### src/olsc_regs.svh
// olsc_regs.svh: offsets, field positions, reset value and table constants
// of the open-loop start-up configuration register.
// assumes: included by bare name from the design files that need it.
`ifndef OLSC_REGS_SVH
`define OLSC_REGS_SVH

`define OLSC_CFG_OFFSET    8'h84
`define OLSC_CFG_RESET     32'h0000_0000
`define OLSC_WR_MASK       32'hFFFF_FFFC
`define OLSC_PARITY_BIT    31
`define OLSC_SRC_BIT       30
`define OLSC_DUTY_MSB      29
`define OLSC_DUTY_LSB      27
`define OLSC_THR_MSB       26
`define OLSC_THR_LSB       23
`define OLSC_ACC1_MSB      22
`define OLSC_ACC1_LSB      18
`define OLSC_ACC2_MSB      17
`define OLSC_ACC2_LSB      13
`define OLSC_HOFF_MSB      12
`define OLSC_HOFF_LSB      8
`define OLSC_AUTO_BIT      7
`define OLSC_FCYC_BIT      6
`define OLSC_MDUTY_MSB     5
`define OLSC_MDUTY_LSB     2
`define OLSC_SENSE_STEP_MV 11'h064
`define OLSC_NO_LIMIT_CODE 5'h1F
`define OLSC_NO_LIMIT_RATE 25'h1F3FC18

`endif

### src/olsc_pkg.sv
// olsc_pkg: types shared by the configuration register and its rate table.
// assumes: nothing beyond the header of constants.
package olsc_pkg;

  typedef logic [4:0]  olsc_code_t;
  // ramp rates carried in milli-hertz per second (or per second squared)
  typedef logic [24:0] olsc_rate_t;

  typedef struct packed {
    logic       parity;
    logic       src_runtime;
    logic [2:0] duty;
    logic [3:0] thresh;
    logic [4:0] acc1;
    logic [4:0] acc2;
    logic [4:0] handoff;
    logic       auto_handoff;
    logic       first_zero;
    logic [3:0] min_duty;
    logic [1:0] rsvd;
  } olsc_cfg_s;

endpackage : olsc_pkg

### src/olsc_lut_if.sv
// olsc_lut_if: ramp-rate codes out to the rate table, rates back.
// assumes: both ends share one clock; index 0 first stage, 1 second stage.
`timescale 1ns/10ps
`default_nettype none
interface olsc_lut_if;
  olsc_pkg::olsc_code_t code [2];
  olsc_pkg::olsc_rate_t rate [2];
  modport req (output code, input rate);
  modport tab (input code, output rate);
endinterface : olsc_lut_if
`default_nettype wire

### src/olsc_rate_lut.sv
// olsc_rate_lut: registered 32-entry ramp-rate table, one lane per stage.
// assumes: codes come from logic on the same clock.
`timescale 1ns/10ps
`default_nettype none
`include "olsc_regs.svh"
module olsc_rate_lut (
  // clock and reset
  input  wire logic i_clk,
  input  wire logic i_rst,
  // table port
  olsc_lut_if.tab   lut
);

  function automatic olsc_pkg::olsc_rate_t rate_of(
    input olsc_pkg::olsc_code_t c);
    case (c)
      5'h00:   rate_of = 25'h0000005;
      5'h01:   rate_of = 25'h000000A;
      5'h02:   rate_of = 25'h0000019;
      5'h03:   rate_of = 25'h0000032;
      5'h04:   rate_of = 25'h0000064;
      5'h05:   rate_of = 25'h00000FA;
      5'h06:   rate_of = 25'h00001F4;
      5'h07:   rate_of = 25'h00003E8;
      5'h08:   rate_of = 25'h00009C4;
      5'h09:   rate_of = 25'h0001388;
      5'h0A:   rate_of = 25'h0001D4C;
      5'h0B:   rate_of = 25'h0002710;
      5'h0C:   rate_of = 25'h00030D4;
      5'h0D:   rate_of = 25'h0003A98;
      5'h0E:   rate_of = 25'h0004E20;
      5'h0F:   rate_of = 25'h0007530;
      5'h10:   rate_of = 25'h0009C40;
      5'h11:   rate_of = 25'h000C350;
      5'h12:   rate_of = 25'h000EA60;
      5'h13:   rate_of = 25'h00124F8;
      5'h14:   rate_of = 25'h00186A0;
      5'h15:   rate_of = 25'h001E848;
      5'h16:   rate_of = 25'h00249F0;
      5'h17:   rate_of = 25'h002AB98;
      5'h18:   rate_of = 25'h0030D40;
      5'h19:   rate_of = 25'h003D090;
      5'h1A:   rate_of = 25'h00493E0;
      5'h1B:   rate_of = 25'h0061A80;
      5'h1C:   rate_of = 25'h007A120;
      5'h1D:   rate_of = 25'h00B71B0;
      5'h1E:   rate_of = 25'h00F4240;
      // no-limit code maps to the internal ceiling
      default: rate_of = `OLSC_NO_LIMIT_RATE;
    endcase
  endfunction : rate_of

  genvar ch;
  generate
    for (ch = 0; ch < 2; ch++)
    begin : g_lane
      always_ff @(posedge i_clk or posedge i_rst)
      begin
        if (i_rst)
          lut.rate[ch] <= 25'h0000005;
        else
          lut.rate[ch] <= rate_of(lut.code[ch]);
      end
    end
  endgenerate
endmodule : olsc_rate_lut
`default_nettype wire

### src/olsc_top.sv
// olsc_top: open-loop start-up configuration register and its decode.
// assumes: the register port is driven by configuration logic on i_clk;
// companion settings arrive on i_clk too, so nothing is synchronised.
//
// Overview of operation
// - one 32-bit start-up configuration register answers at address 84h.
// - bit 30 picks open-loop limit field (0) or run-time limit (1).
// - bits 29-27 cap duty: 10,15,20,25,30,40,50,100 percent.
// - bits 26-23 give code times 0.1 V; code 0 means not applicable.
// - bits 22-18 pick first ramp rate, 0.005 to 1000 Hz/s.
// - first ramp code 1Fh removes the limit, taken as 32767 Hz/s.
// - bits 17-13 pick second ramp term, 0.005 Hz/s2 to no limit.
// - bits 12-8 set loop transfer frequency, 1 Hz up to 600 Hz.
// - bit 7 set means automatic handoff, clear means use threshold.
// - bit 6 set starts first cycle at 0 Hz, else companion setting.
`timescale 1ns/10ps
`default_nettype none
`include "olsc_regs.svh"
module olsc_top #(
  parameter int ADDR_W = 8
) (
  // clock and reset
  input  wire logic              i_clk,
  input  wire logic              i_rst,
  // register port
  input  wire logic              i_wr_en,
  input  wire logic              i_rd_en,
  input  wire logic [ADDR_W-1:0] i_addr,
  input  wire logic [31:0]       i_wdata,
  output logic      [31:0]       o_rdata,
  output logic                   o_rd_valid,
  // companion settings
  input  wire logic [3:0]        i_runtime_current_limit,
  input  wire logic [3:0]        i_initial_cycle_rate_setting,
  // decoded start-up settings
  output logic      [31:0]       o_open_loop_startup_config,
  output logic                   o_parity_bit,
  output logic                   o_limit_use_runtime,
  output logic      [3:0]        o_openloop_current_thresh,
  output logic      [10:0]       o_openloop_sense_level_mv,
  output logic                   o_sense_level_valid,
  output logic      [6:0]        o_openloop_duty_cap_pct,
  output logic      [24:0]       o_ramp_rate_first_mhz,
  output logic      [24:0]       o_ramp_rate_second_mhz,
  output logic                   o_ramp_first_unlimited,
  output logic      [9:0]        o_loop_transfer_freq_hz,
  output logic                   o_auto_handoff,
  output logic                   o_handoff_use_thresh,
  output logic                   o_first_cycle_zero,
  output logic      [3:0]        o_first_cycle_rate_code,
  output logic      [3:0]        o_min_duty_code
);

  // the offset 84h needs at least eight address bits
  if (ADDR_W < 8)
  begin : g_addr_w_check
    $error("ADDR_W too narrow for the register offset");
  end

  olsc_lut_if lut ();

  olsc_pkg::olsc_cfg_s cfg_q;
  logic [31:0]         rdata_q;
  logic                rd_valid_q;
  logic [3:0]          thr_q;
  logic [10:0]         sense_q;
  logic                sense_ok_q;
  logic [6:0]          duty_q;
  logic [9:0]          hoff_q;
  logic [3:0]          fcyc_q;

  wire                 hit      = i_addr == ADDR_W'(`OLSC_CFG_OFFSET);
  wire                 wr_hit   = i_wr_en && hit;
  wire [31:0]          cfg_word = cfg_q;
  wire [31:0]          rd_word  = hit ? (cfg_word & `OLSC_WR_MASK)
                                      : 32'h0000_0000;
  wire [3:0]           thr_sel  = cfg_q.src_runtime
                                  ? i_runtime_current_limit
                                  : cfg_q.thresh;
  wire [10:0]          sense_mv = 11'(cfg_q.thresh * `OLSC_SENSE_STEP_MV);
  wire [3:0]           fcyc_sel = cfg_q.first_zero ? 4'h0
                                  : i_initial_cycle_rate_setting;

  function automatic logic [6:0] duty_of(input logic [2:0] c);
    case (c)
      3'h0:    duty_of = 7'h0A;
      3'h1:    duty_of = 7'h0F;
      3'h2:    duty_of = 7'h14;
      3'h3:    duty_of = 7'h19;
      3'h4:    duty_of = 7'h1E;
      3'h5:    duty_of = 7'h28;
      3'h6:    duty_of = 7'h32;
      default: duty_of = 7'h64;
    endcase
  endfunction : duty_of

  function automatic logic [9:0] hoff_of(input logic [4:0] c);
    case (c)
      5'h00:   hoff_of = 10'h001;
      5'h0B:   hoff_of = 10'h02D;
      5'h0C:   hoff_of = 10'h032;
      5'h0D:   hoff_of = 10'h037;
      5'h0E:   hoff_of = 10'h03C;
      5'h0F:   hoff_of = 10'h041;
      5'h10:   hoff_of = 10'h046;
      5'h11:   hoff_of = 10'h04B;
      5'h12:   hoff_of = 10'h050;
      5'h13:   hoff_of = 10'h055;
      5'h14:   hoff_of = 10'h05A;
      // codes 1..A step by 4 Hz, 15h and up by 50 Hz from 100 Hz
      default: hoff_of = (c < 5'h0B) ? {3'h0, c, 2'h0}
                         : 10'(10'h064 + (c - 5'h15) * 10'h032);
    endcase
  endfunction : hoff_of

  // reserved bits 1:0 never store, so they always read zero
  always_ff @(posedge i_clk or posedge i_rst)
  begin
    if (i_rst)
      cfg_q <= `OLSC_CFG_RESET;
    else if (wr_hit)
      cfg_q <= i_wdata & `OLSC_WR_MASK;
  end

  // a read in the write cycle returns the value from before the write
  always_ff @(posedge i_clk or posedge i_rst)
  begin
    if (i_rst)
    begin
      rdata_q    <= 32'h0000_0000;
      rd_valid_q <= 1'b0;
    end
    else
    begin
      rdata_q    <= i_rd_en ? rd_word : 32'h0000_0000;
      rd_valid_q <= i_rd_en;
    end
  end

  // the threshold, sense level, duty, transfer frequency and first-cycle code decode is registered
  // to land in the same cycle as the table rates, one edge after the register changes; single-bit fields and min duty are not
  always_ff @(posedge i_clk or posedge i_rst)
  begin
    if (i_rst)
    begin
      thr_q      <= 4'h0;
      sense_q    <= 11'h000;
      sense_ok_q <= 1'b0;
      duty_q     <= 7'h0A;
      hoff_q     <= 10'h001;
      fcyc_q     <= 4'h0;
    end
    else
    begin
      thr_q      <= thr_sel;
      sense_q    <= sense_mv;
      sense_ok_q <= cfg_q.thresh != 4'h0;
      duty_q     <= duty_of(cfg_q.duty);
      hoff_q     <= hoff_of(cfg_q.handoff);
      fcyc_q     <= fcyc_sel;
    end
  end

  assign lut.code[0] = cfg_q.acc1;
  assign lut.code[1] = cfg_q.acc2;

  olsc_rate_lut u_rate_lut (
    .i_clk (i_clk),
    .i_rst (i_rst),
    .lut   (lut.tab)
  );

  assign o_rdata                    = rdata_q;
  assign o_rd_valid                 = rd_valid_q;
  assign o_open_loop_startup_config = cfg_word;
  assign o_parity_bit               = cfg_q.parity;
  assign o_limit_use_runtime        = cfg_q.src_runtime;
  assign o_openloop_current_thresh  = thr_q;
  assign o_openloop_sense_level_mv  = sense_q;
  assign o_sense_level_valid        = sense_ok_q;
  assign o_openloop_duty_cap_pct    = duty_q;
  assign o_ramp_rate_first_mhz      = lut.rate[0];
  assign o_ramp_rate_second_mhz     = lut.rate[1];
  assign o_ramp_first_unlimited     = lut.rate[0] == `OLSC_NO_LIMIT_RATE;
  assign o_loop_transfer_freq_hz    = hoff_q;
  assign o_auto_handoff             = cfg_q.auto_handoff;
  assign o_handoff_use_thresh       = !cfg_q.auto_handoff;
  assign o_first_cycle_zero         = cfg_q.first_zero;
  assign o_first_cycle_rate_code    = fcyc_q;
  assign o_min_duty_code            = cfg_q.min_duty;
endmodule : olsc_top
`default_nettype wire

### config.mk
export PLATFORM = sky130hd
export DESIGN_NAME = olsc_top
export DESIGN_NICKNAME = d
export VERILOG_FILES = /design/src/olsc_pkg.sv /design/src/olsc_lut_if.sv /design/src/olsc_rate_lut.sv /design/src/olsc_top.sv
export VERILOG_INCLUDE_DIRS = /design/src
export SDC_FILE = /design/constraint.sdc
export NUM_CORES = 1
export LEC_CHECK = 0
export CAP_MARGIN = 5
export CELL_PAD_IN_SITES_DETAIL_PLACEMENT = 1
export CELL_PAD_IN_SITES_GLOBAL_PLACEMENT = 1
export CORE_MARGIN = 5
export CORE_UTILIZATION = 48
export DETAILED_ROUTE_END_ITERATION = 10
export DONT_BUFFER_PORTS = 1
export PLACE_DENSITY_LB_ADDON = 0.1
export RECOVER_POWER = 25
export SETUP_SLACK_MARGIN = 0.02
export SLEW_MARGIN = 25
export SYNTH_ARGS = -nofsm -noshare
export SYNTH_HDL_FRONTEND = slang
export SYNTH_SLANG_ARGS = --single-unit
### constraint.sdc
create_clock -name i_clk -period 4.75 [get_ports i_clk]
set_input_delay 0.475 -clock i_clk [delete_from_list [all_inputs] [get_ports i_clk]]
set_output_delay 0.475 -clock i_clk [all_outputs]
set_load 0.02 [all_outputs]
== Word level (Yosys, flattened, before mapping) ==
Memory sizes are Yosys's and may differ from the RTL's. A register that Yosys moved wholly into a read port is not among the register bits.
Index checks and enable logic that the tools add are counted.
Word-level totals
  bits in registers: 98
  output and inout bits: 162
  ROM bits: 1600
  memories kept: 2
  logic and storage cells: 55
  input port bits: 52
Memory list
  (no name shown): words 32, width 25, rd ports 1, clocked after memory_dff 1, write ports 0, RTL line olsc_rate_lut.sv:16  | case (c)
  (no name shown): words 32, width 25, rd ports 1, clocked after memory_dff 1, write ports 0, RTL line olsc_rate_lut.sv:16
Operators by class
  equality and inequality tests: 18
  magnitude comparators: 1
  mux-type cells: 7
  reduce and logical (&&, ||, !) cells: 5
  $mul: 2
  add/sub/neg operators: 2
Operators with widths (count)
  10-bit one-hot mux with 11 select lines: 1
  32-bit 2-to-1 mux: 2
  7-bit one-hot mux with 7 select lines: 1
  25-bit equality test (second input constant): 1
  5-bit by 4-bit equality test with 1-bit output (second input constant): 5
  5-bit equality test (second input constant): 5
  7-bit by 10-bit adder with 10-bit output (first input constant): 1
  10-bit by 5-bit multiplier with 9-bit output (second input constant): 1
  10-bit 2-to-1 mux: 1
  3-bit equality test (second input constant): 3
  4-bit by 5-bit multiplier with 9-bit output (second input constant): 1
  8-bit equality test (second input constant): 1
  4-bit 2-to-1 mux: 2
  3-bit by 2-bit equality test with 1-bit output (second input constant): 2
  5-bit by 5-bit subtractor with 6-bit output (second input constant): 1
  5-bit zero test: 1
  5-bit by 4-bit < comparator with 1-bit output (second input constant): 1
  4-bit nonzero test: 1
  3-bit by 1-bit equality test with 1-bit output (second input constant): 1
  3-bit zero test: 1
  1-bit logical AND: 1
  1-bit zero test: 1

== Depth between registers and ports, before layout ==
  word-level depth: 5
  mapped depth: 15
  mapped depth without buffers: 15

== Cells and area by module ==
From an unflattened synthesis, not the netlist that was laid out.
Unflattened totals
  cells, all modules: 661
  area, all modules: 7270.7 um^2
Modules (own cells, without submodules)
  olsc_top: sequential area each 2406.1 um^2, cells each 363, instances 1, area each 4663.2 um^2
  olsc_rate_lut: sequential area each 1056.0 um^2, cells each 298, instances 1, area each 2607.5 um^2

== Worst setup path after synthesis ==
OpenSTA, ideal clock, no wires.
  path type: register to register
  from: reg cfg_q, in the netlist o_open_loop_startup_config[8]
  to: reg hoff_q[9] (netlist: o_loop_transfer_freq_hz[9])
  required time: 4.671 ns
  library setup time: 0.079 ns
  arrival time: 3.377 ns
  cell stages (with the launch flop): 16
  path slack: 1.294 ns
  period minus slack after synthesis: 3.456 ns
  buffers on the path: 0
  cell sequence: dfrtp_1 > inv_1 > ha_1 > inv_1 > a21oi_1 > xnor2_1 > ha_1 > ha_1 > inv_1 > fa_1 > inv_1 > ha_1 > a21oi_1 > xnor2_1 > xnor2_1 > mux2i_1
On the way
  word-level cells in the longest chain between the ends: 5
  elaborated cells on any way between the ends: 17
  classes of those cells: add/sub (2); mul (1); order compare (1); eq/ne (10); mux (2); reduce/logical (1)
RTL lines
  from (decl): RTL line olsc_top.sv:62  | olsc_pkg::olsc_cfg_s cfg_q;
  from (signal assigned): RTL line olsc_top.sv:120  | cfg_q <= `OLSC_CFG_RESET;
  from (signal assigned): RTL line olsc_top.sv:122  | cfg_q <= i_wdata & `OLSC_WR_MASK;
  5-bit by 5-bit subtractor with 6-bit output: RTL line olsc_top.sv:112  | : 10'(10'h064 + (c - 5'h15) * 10'h032);
  10-bit by 5-bit multiplier with 9-bit output: RTL line olsc_top.sv:112
  7-bit by 10-bit adder with 10-bit output: RTL line olsc_top.sv:112
  10-bit 2-to-1 mux: RTL line olsc_top.sv:111  | default: hoff_of = (c < 5'h0B) ? {3'h0, c, 2'h0}
  10-bit one-hot mux with 11 select lines (*): RTL line olsc_top.sv:98  | case (c)
  to (signal assigned): RTL line olsc_top.sv:159  | hoff_q <= hoff_of(cfg_q.handoff);
  to (decl): RTL line olsc_top.sv:69  | logic [9:0] hoff_q;
Every way passes the cells marked *; elsewhere a longest branch is shown, timed or not.
A chain may end at the register's enable or synchronous reset.

== Worst setup path in the final report ==
Same ends and word-level chain as after synthesis.

==> flow_summary.ini <==
[yosys]
syn-mean-instance-area_sq_um = 10.6
synth_top_area_share_pct = 46.7
synth_top_cell_by_area = dfrtp_1
synth-async-reset-ratio_pct = 100
netlist_area_sq_mm = 0.00702
yosys_most_used_dff = dfrtp_1
syn-instance-count = 665
yosysUniqueCellTypes = 62
ys_seq_area_share_pct = 49.3
synth.most_common_cell = dfrtp_1
synth_edf_count = 0
synth-seq-cells = 138
yosys_warnings = 0
synthTopCellsByCount = dfrtp_1 (131), nand2_1 (49), o21ai_0 (38)
yosys-top-cells-area = dfrtp_1 (47%), ha_1 (6.6%), mux2_2 (5.0%), and3_1 (2.9%), o21ai_0 (2.7%)

[clock_tree]
postCtsHoldBufs = 0
cts_tree = built
cts_sinks = 138
numCtsBuffers = 17
clkLatencyLatePin_ns = 0.42
ctsResizeCount = 0
clk_pin_slew_worst_paths_ns = 0.06
cts_root_buf = clkbuf_16
htreeDepth = 4
cts_setup_buffers = 0
clock_path_buffers = 2

[sta]
setup_ws_ns = 0.793
whs_ns = 0.0794
hold_violations = 0
setup_viol = 0
rsz0062_at_grt = no
fmax_mhz = 253
min_period_ns = 3.96
slew_viol_final = 102
fin_skew_ns = 0.00735
tns_ns = 0
period_share_pct = 83.3
worst_pin_slew_ns = 3.66
max_slew_margin_pct = -144

[floorplanning]
rows = 44
start_util_pct = 48.7
die-area_sq_mm = 0.0171
die_w_um = 131
io_pins = 214
core_sq_mm = 0.0144
die-height_um = 131

[setup_path]
path_max_fanout = 10
worstSetupStartpointType = register
critPathCaptureType = register
required_ns = 5.08
r2r_setup_slack_ns = 0.79
path_cells = inv_1, ha_1, inv_1, a21oi_1, xnor2_1, ha_1, ha_1, inv_1, fa_1, inv_1, ha_1, a21oi_1, xnor2_1, xnor2_1, mux2i_1
setup.worst_path.end = o_loop_transfer_freq_hz[9]
crit_start = o_open_loop_startup_config[8]
rr_startpoint = o_open_loop_startup_config[8]
r2r-end = o_loop_transfer_freq_hz[9]
critical_path_arrival_ns = 4.29
path_class = reg2reg
r2r_cells = 15
cpPeakStageDelay_ns = 0.69
slowest_stage = dfrtp_1

[routing]
vias = 4872
wire_per_inst_um = 22.7
via_per_inst = 5.92
finalWirelength_um = 18700
drtIter0Drc = 311
antenna_left = 0
drcViolationCount = 0
firstDrtPassIters = 4

[power]
irDropWorstVdd_uv = 235
leakagePower_nw = 3.59
powerDensity_mw_per_mm2 = 417
p_total_mw = 3.14

[run_status]
violations = capacitance limit, slew limit
status = finished, violations left

[finish]
final_net_count = 719
area_delta_synth_final_pct = 7.18
num_antenna_cells = 0
drive_gt1_share_pct = 14.6
fin_util_pct = 52.2

[placed_design]
io_buffers = 0
gp_congestion = 0.899
place_ws_ns = 0.825
hpwl_um = 12900

[hold_path]
hold_class = in2reg
min_path_cells = 0

[run]
drv_cap = 1

[global_route]
grt_pass1_vias = 5221
grt.overflow.total = 0
grt_start_max_net_pins = 102
grt_antenna_before_repair = 1
grt_pass1_wl_um = 29500
grt_use_total_pct = 22.6
metrics by stage:
stage,instances,instance area [sq um]
2_1_floorplan,670,7040
4_1_cts,823,7530
3_3_place_gp,791,6940
3_5_place_dp,791,6940
5_1_grt,823,7520
6_report,823,7520
layout by cell type, fill, tap and decap left out, types with 4 or more instances in the layout:
master and n:
dfrtp_1 131, nand2_1 49, o21ai_0 38, nor2_1 37
ha_1 37, a21oi_1 32, and3_1 32, mux2_2 31
inv_1 28, clkbuf_16 17, xnor2_1 16, nor2b_1 11
nand2b_1 11, o211ai_1 10, buf_4 10, mux2i_1 9
a21o_1 8, dfstp_2 7, nand3_1 6, a211oi_1 6
a31oi_1 6, xor2_1 6, conb_1 6, a22o_1 5
o31ai_1 5, nor3_1 5, a311oi_1 4, o21a_1 4
a21o_2 4, nor4b_1 4, fa_1 4
critical path, delay by kind of cell, from the launching register on:
family,cells,cell delay [ns]
compound gates,2,0.24
flops,1,0.69
buf+inv,4,0.37
xor+xnor,3,0.64
mux,1,0.23
fa+ha+maj,5,1.69
area by class of cell:
type	instances	area (sq um)
Clock buffer	19	443
Clock inverter	13	143
Fill cell	1534	6900
Inverter	30	113
Multi-Input combinational cell	429	3060
Sequential cell	138	3460
Tap cell	184	230
Timing Repair Buffer	10	75.1
cells by family after synthesis:
family	after synthesis	share of synthesized area, %
xor+xnor	22	2.75
simple gates	174	13.0
other cells	1	0.0534
compound gates	146	13.5
mux	40	6.26
flops	138	49.3
buf+inv	103	7.38
fa+ha+maj	41	7.74
registers in the layout, summed over array words and instances (netlist names):
signal / cells
o_auto_handoff: 1
o_first_cycle_rate_code: 4
o_first_cycle_zero: 1
o_limit_use_runtime: 1
o_loop_transfer_freq_hz: 10
o_min_duty_code: 4
o_open_loop_startup_config: 22
o_openloop_current_thresh: 4
o_openloop_duty_cap_pct: 7
o_openloop_sense_level_mv: 9
o_parity_bit: 1
o_rd_valid: 1
o_rdata: 30
o_sense_level_valid: 1
u_rate_lut.lut.rate: 42
worst min-delay path by stage:
stage                              startpoint                      endpoint
2_1_floorplan  o_open_loop_startup_config[24]  o_openloop_sense_level_mv[3]
3_3_place_gp                          i_rd_en                    o_rd_valid
4_1_cts                               i_rd_en                    o_rd_valid
5_1_grt                               i_rd_en                    o_rd_valid
3_5_place_dp                          i_rd_en                    o_rd_valid
6_report                              i_rd_en                    o_rd_valid
power breakdown:
part	internal (mW)	total [mW]	switching [mW]
clock network	0.790	1.31	0.520
registers	1.24	1.37	0.130
logic	0.187	0.462	0.275
total	2.21	3.14	0.925
per-layer routing:
metal / vias up / GRT usage [%] / wire [um]
met2: 204 / 37.0 / 9110
met3: 31 / 8.94 / 1860
met5: - / 0 / 13
met1: 2445 / 27.2 / 7330
met4: 2 / 7.92 / 367
li1: 2190 / - / -
Power figures use the tool's default switching activity.
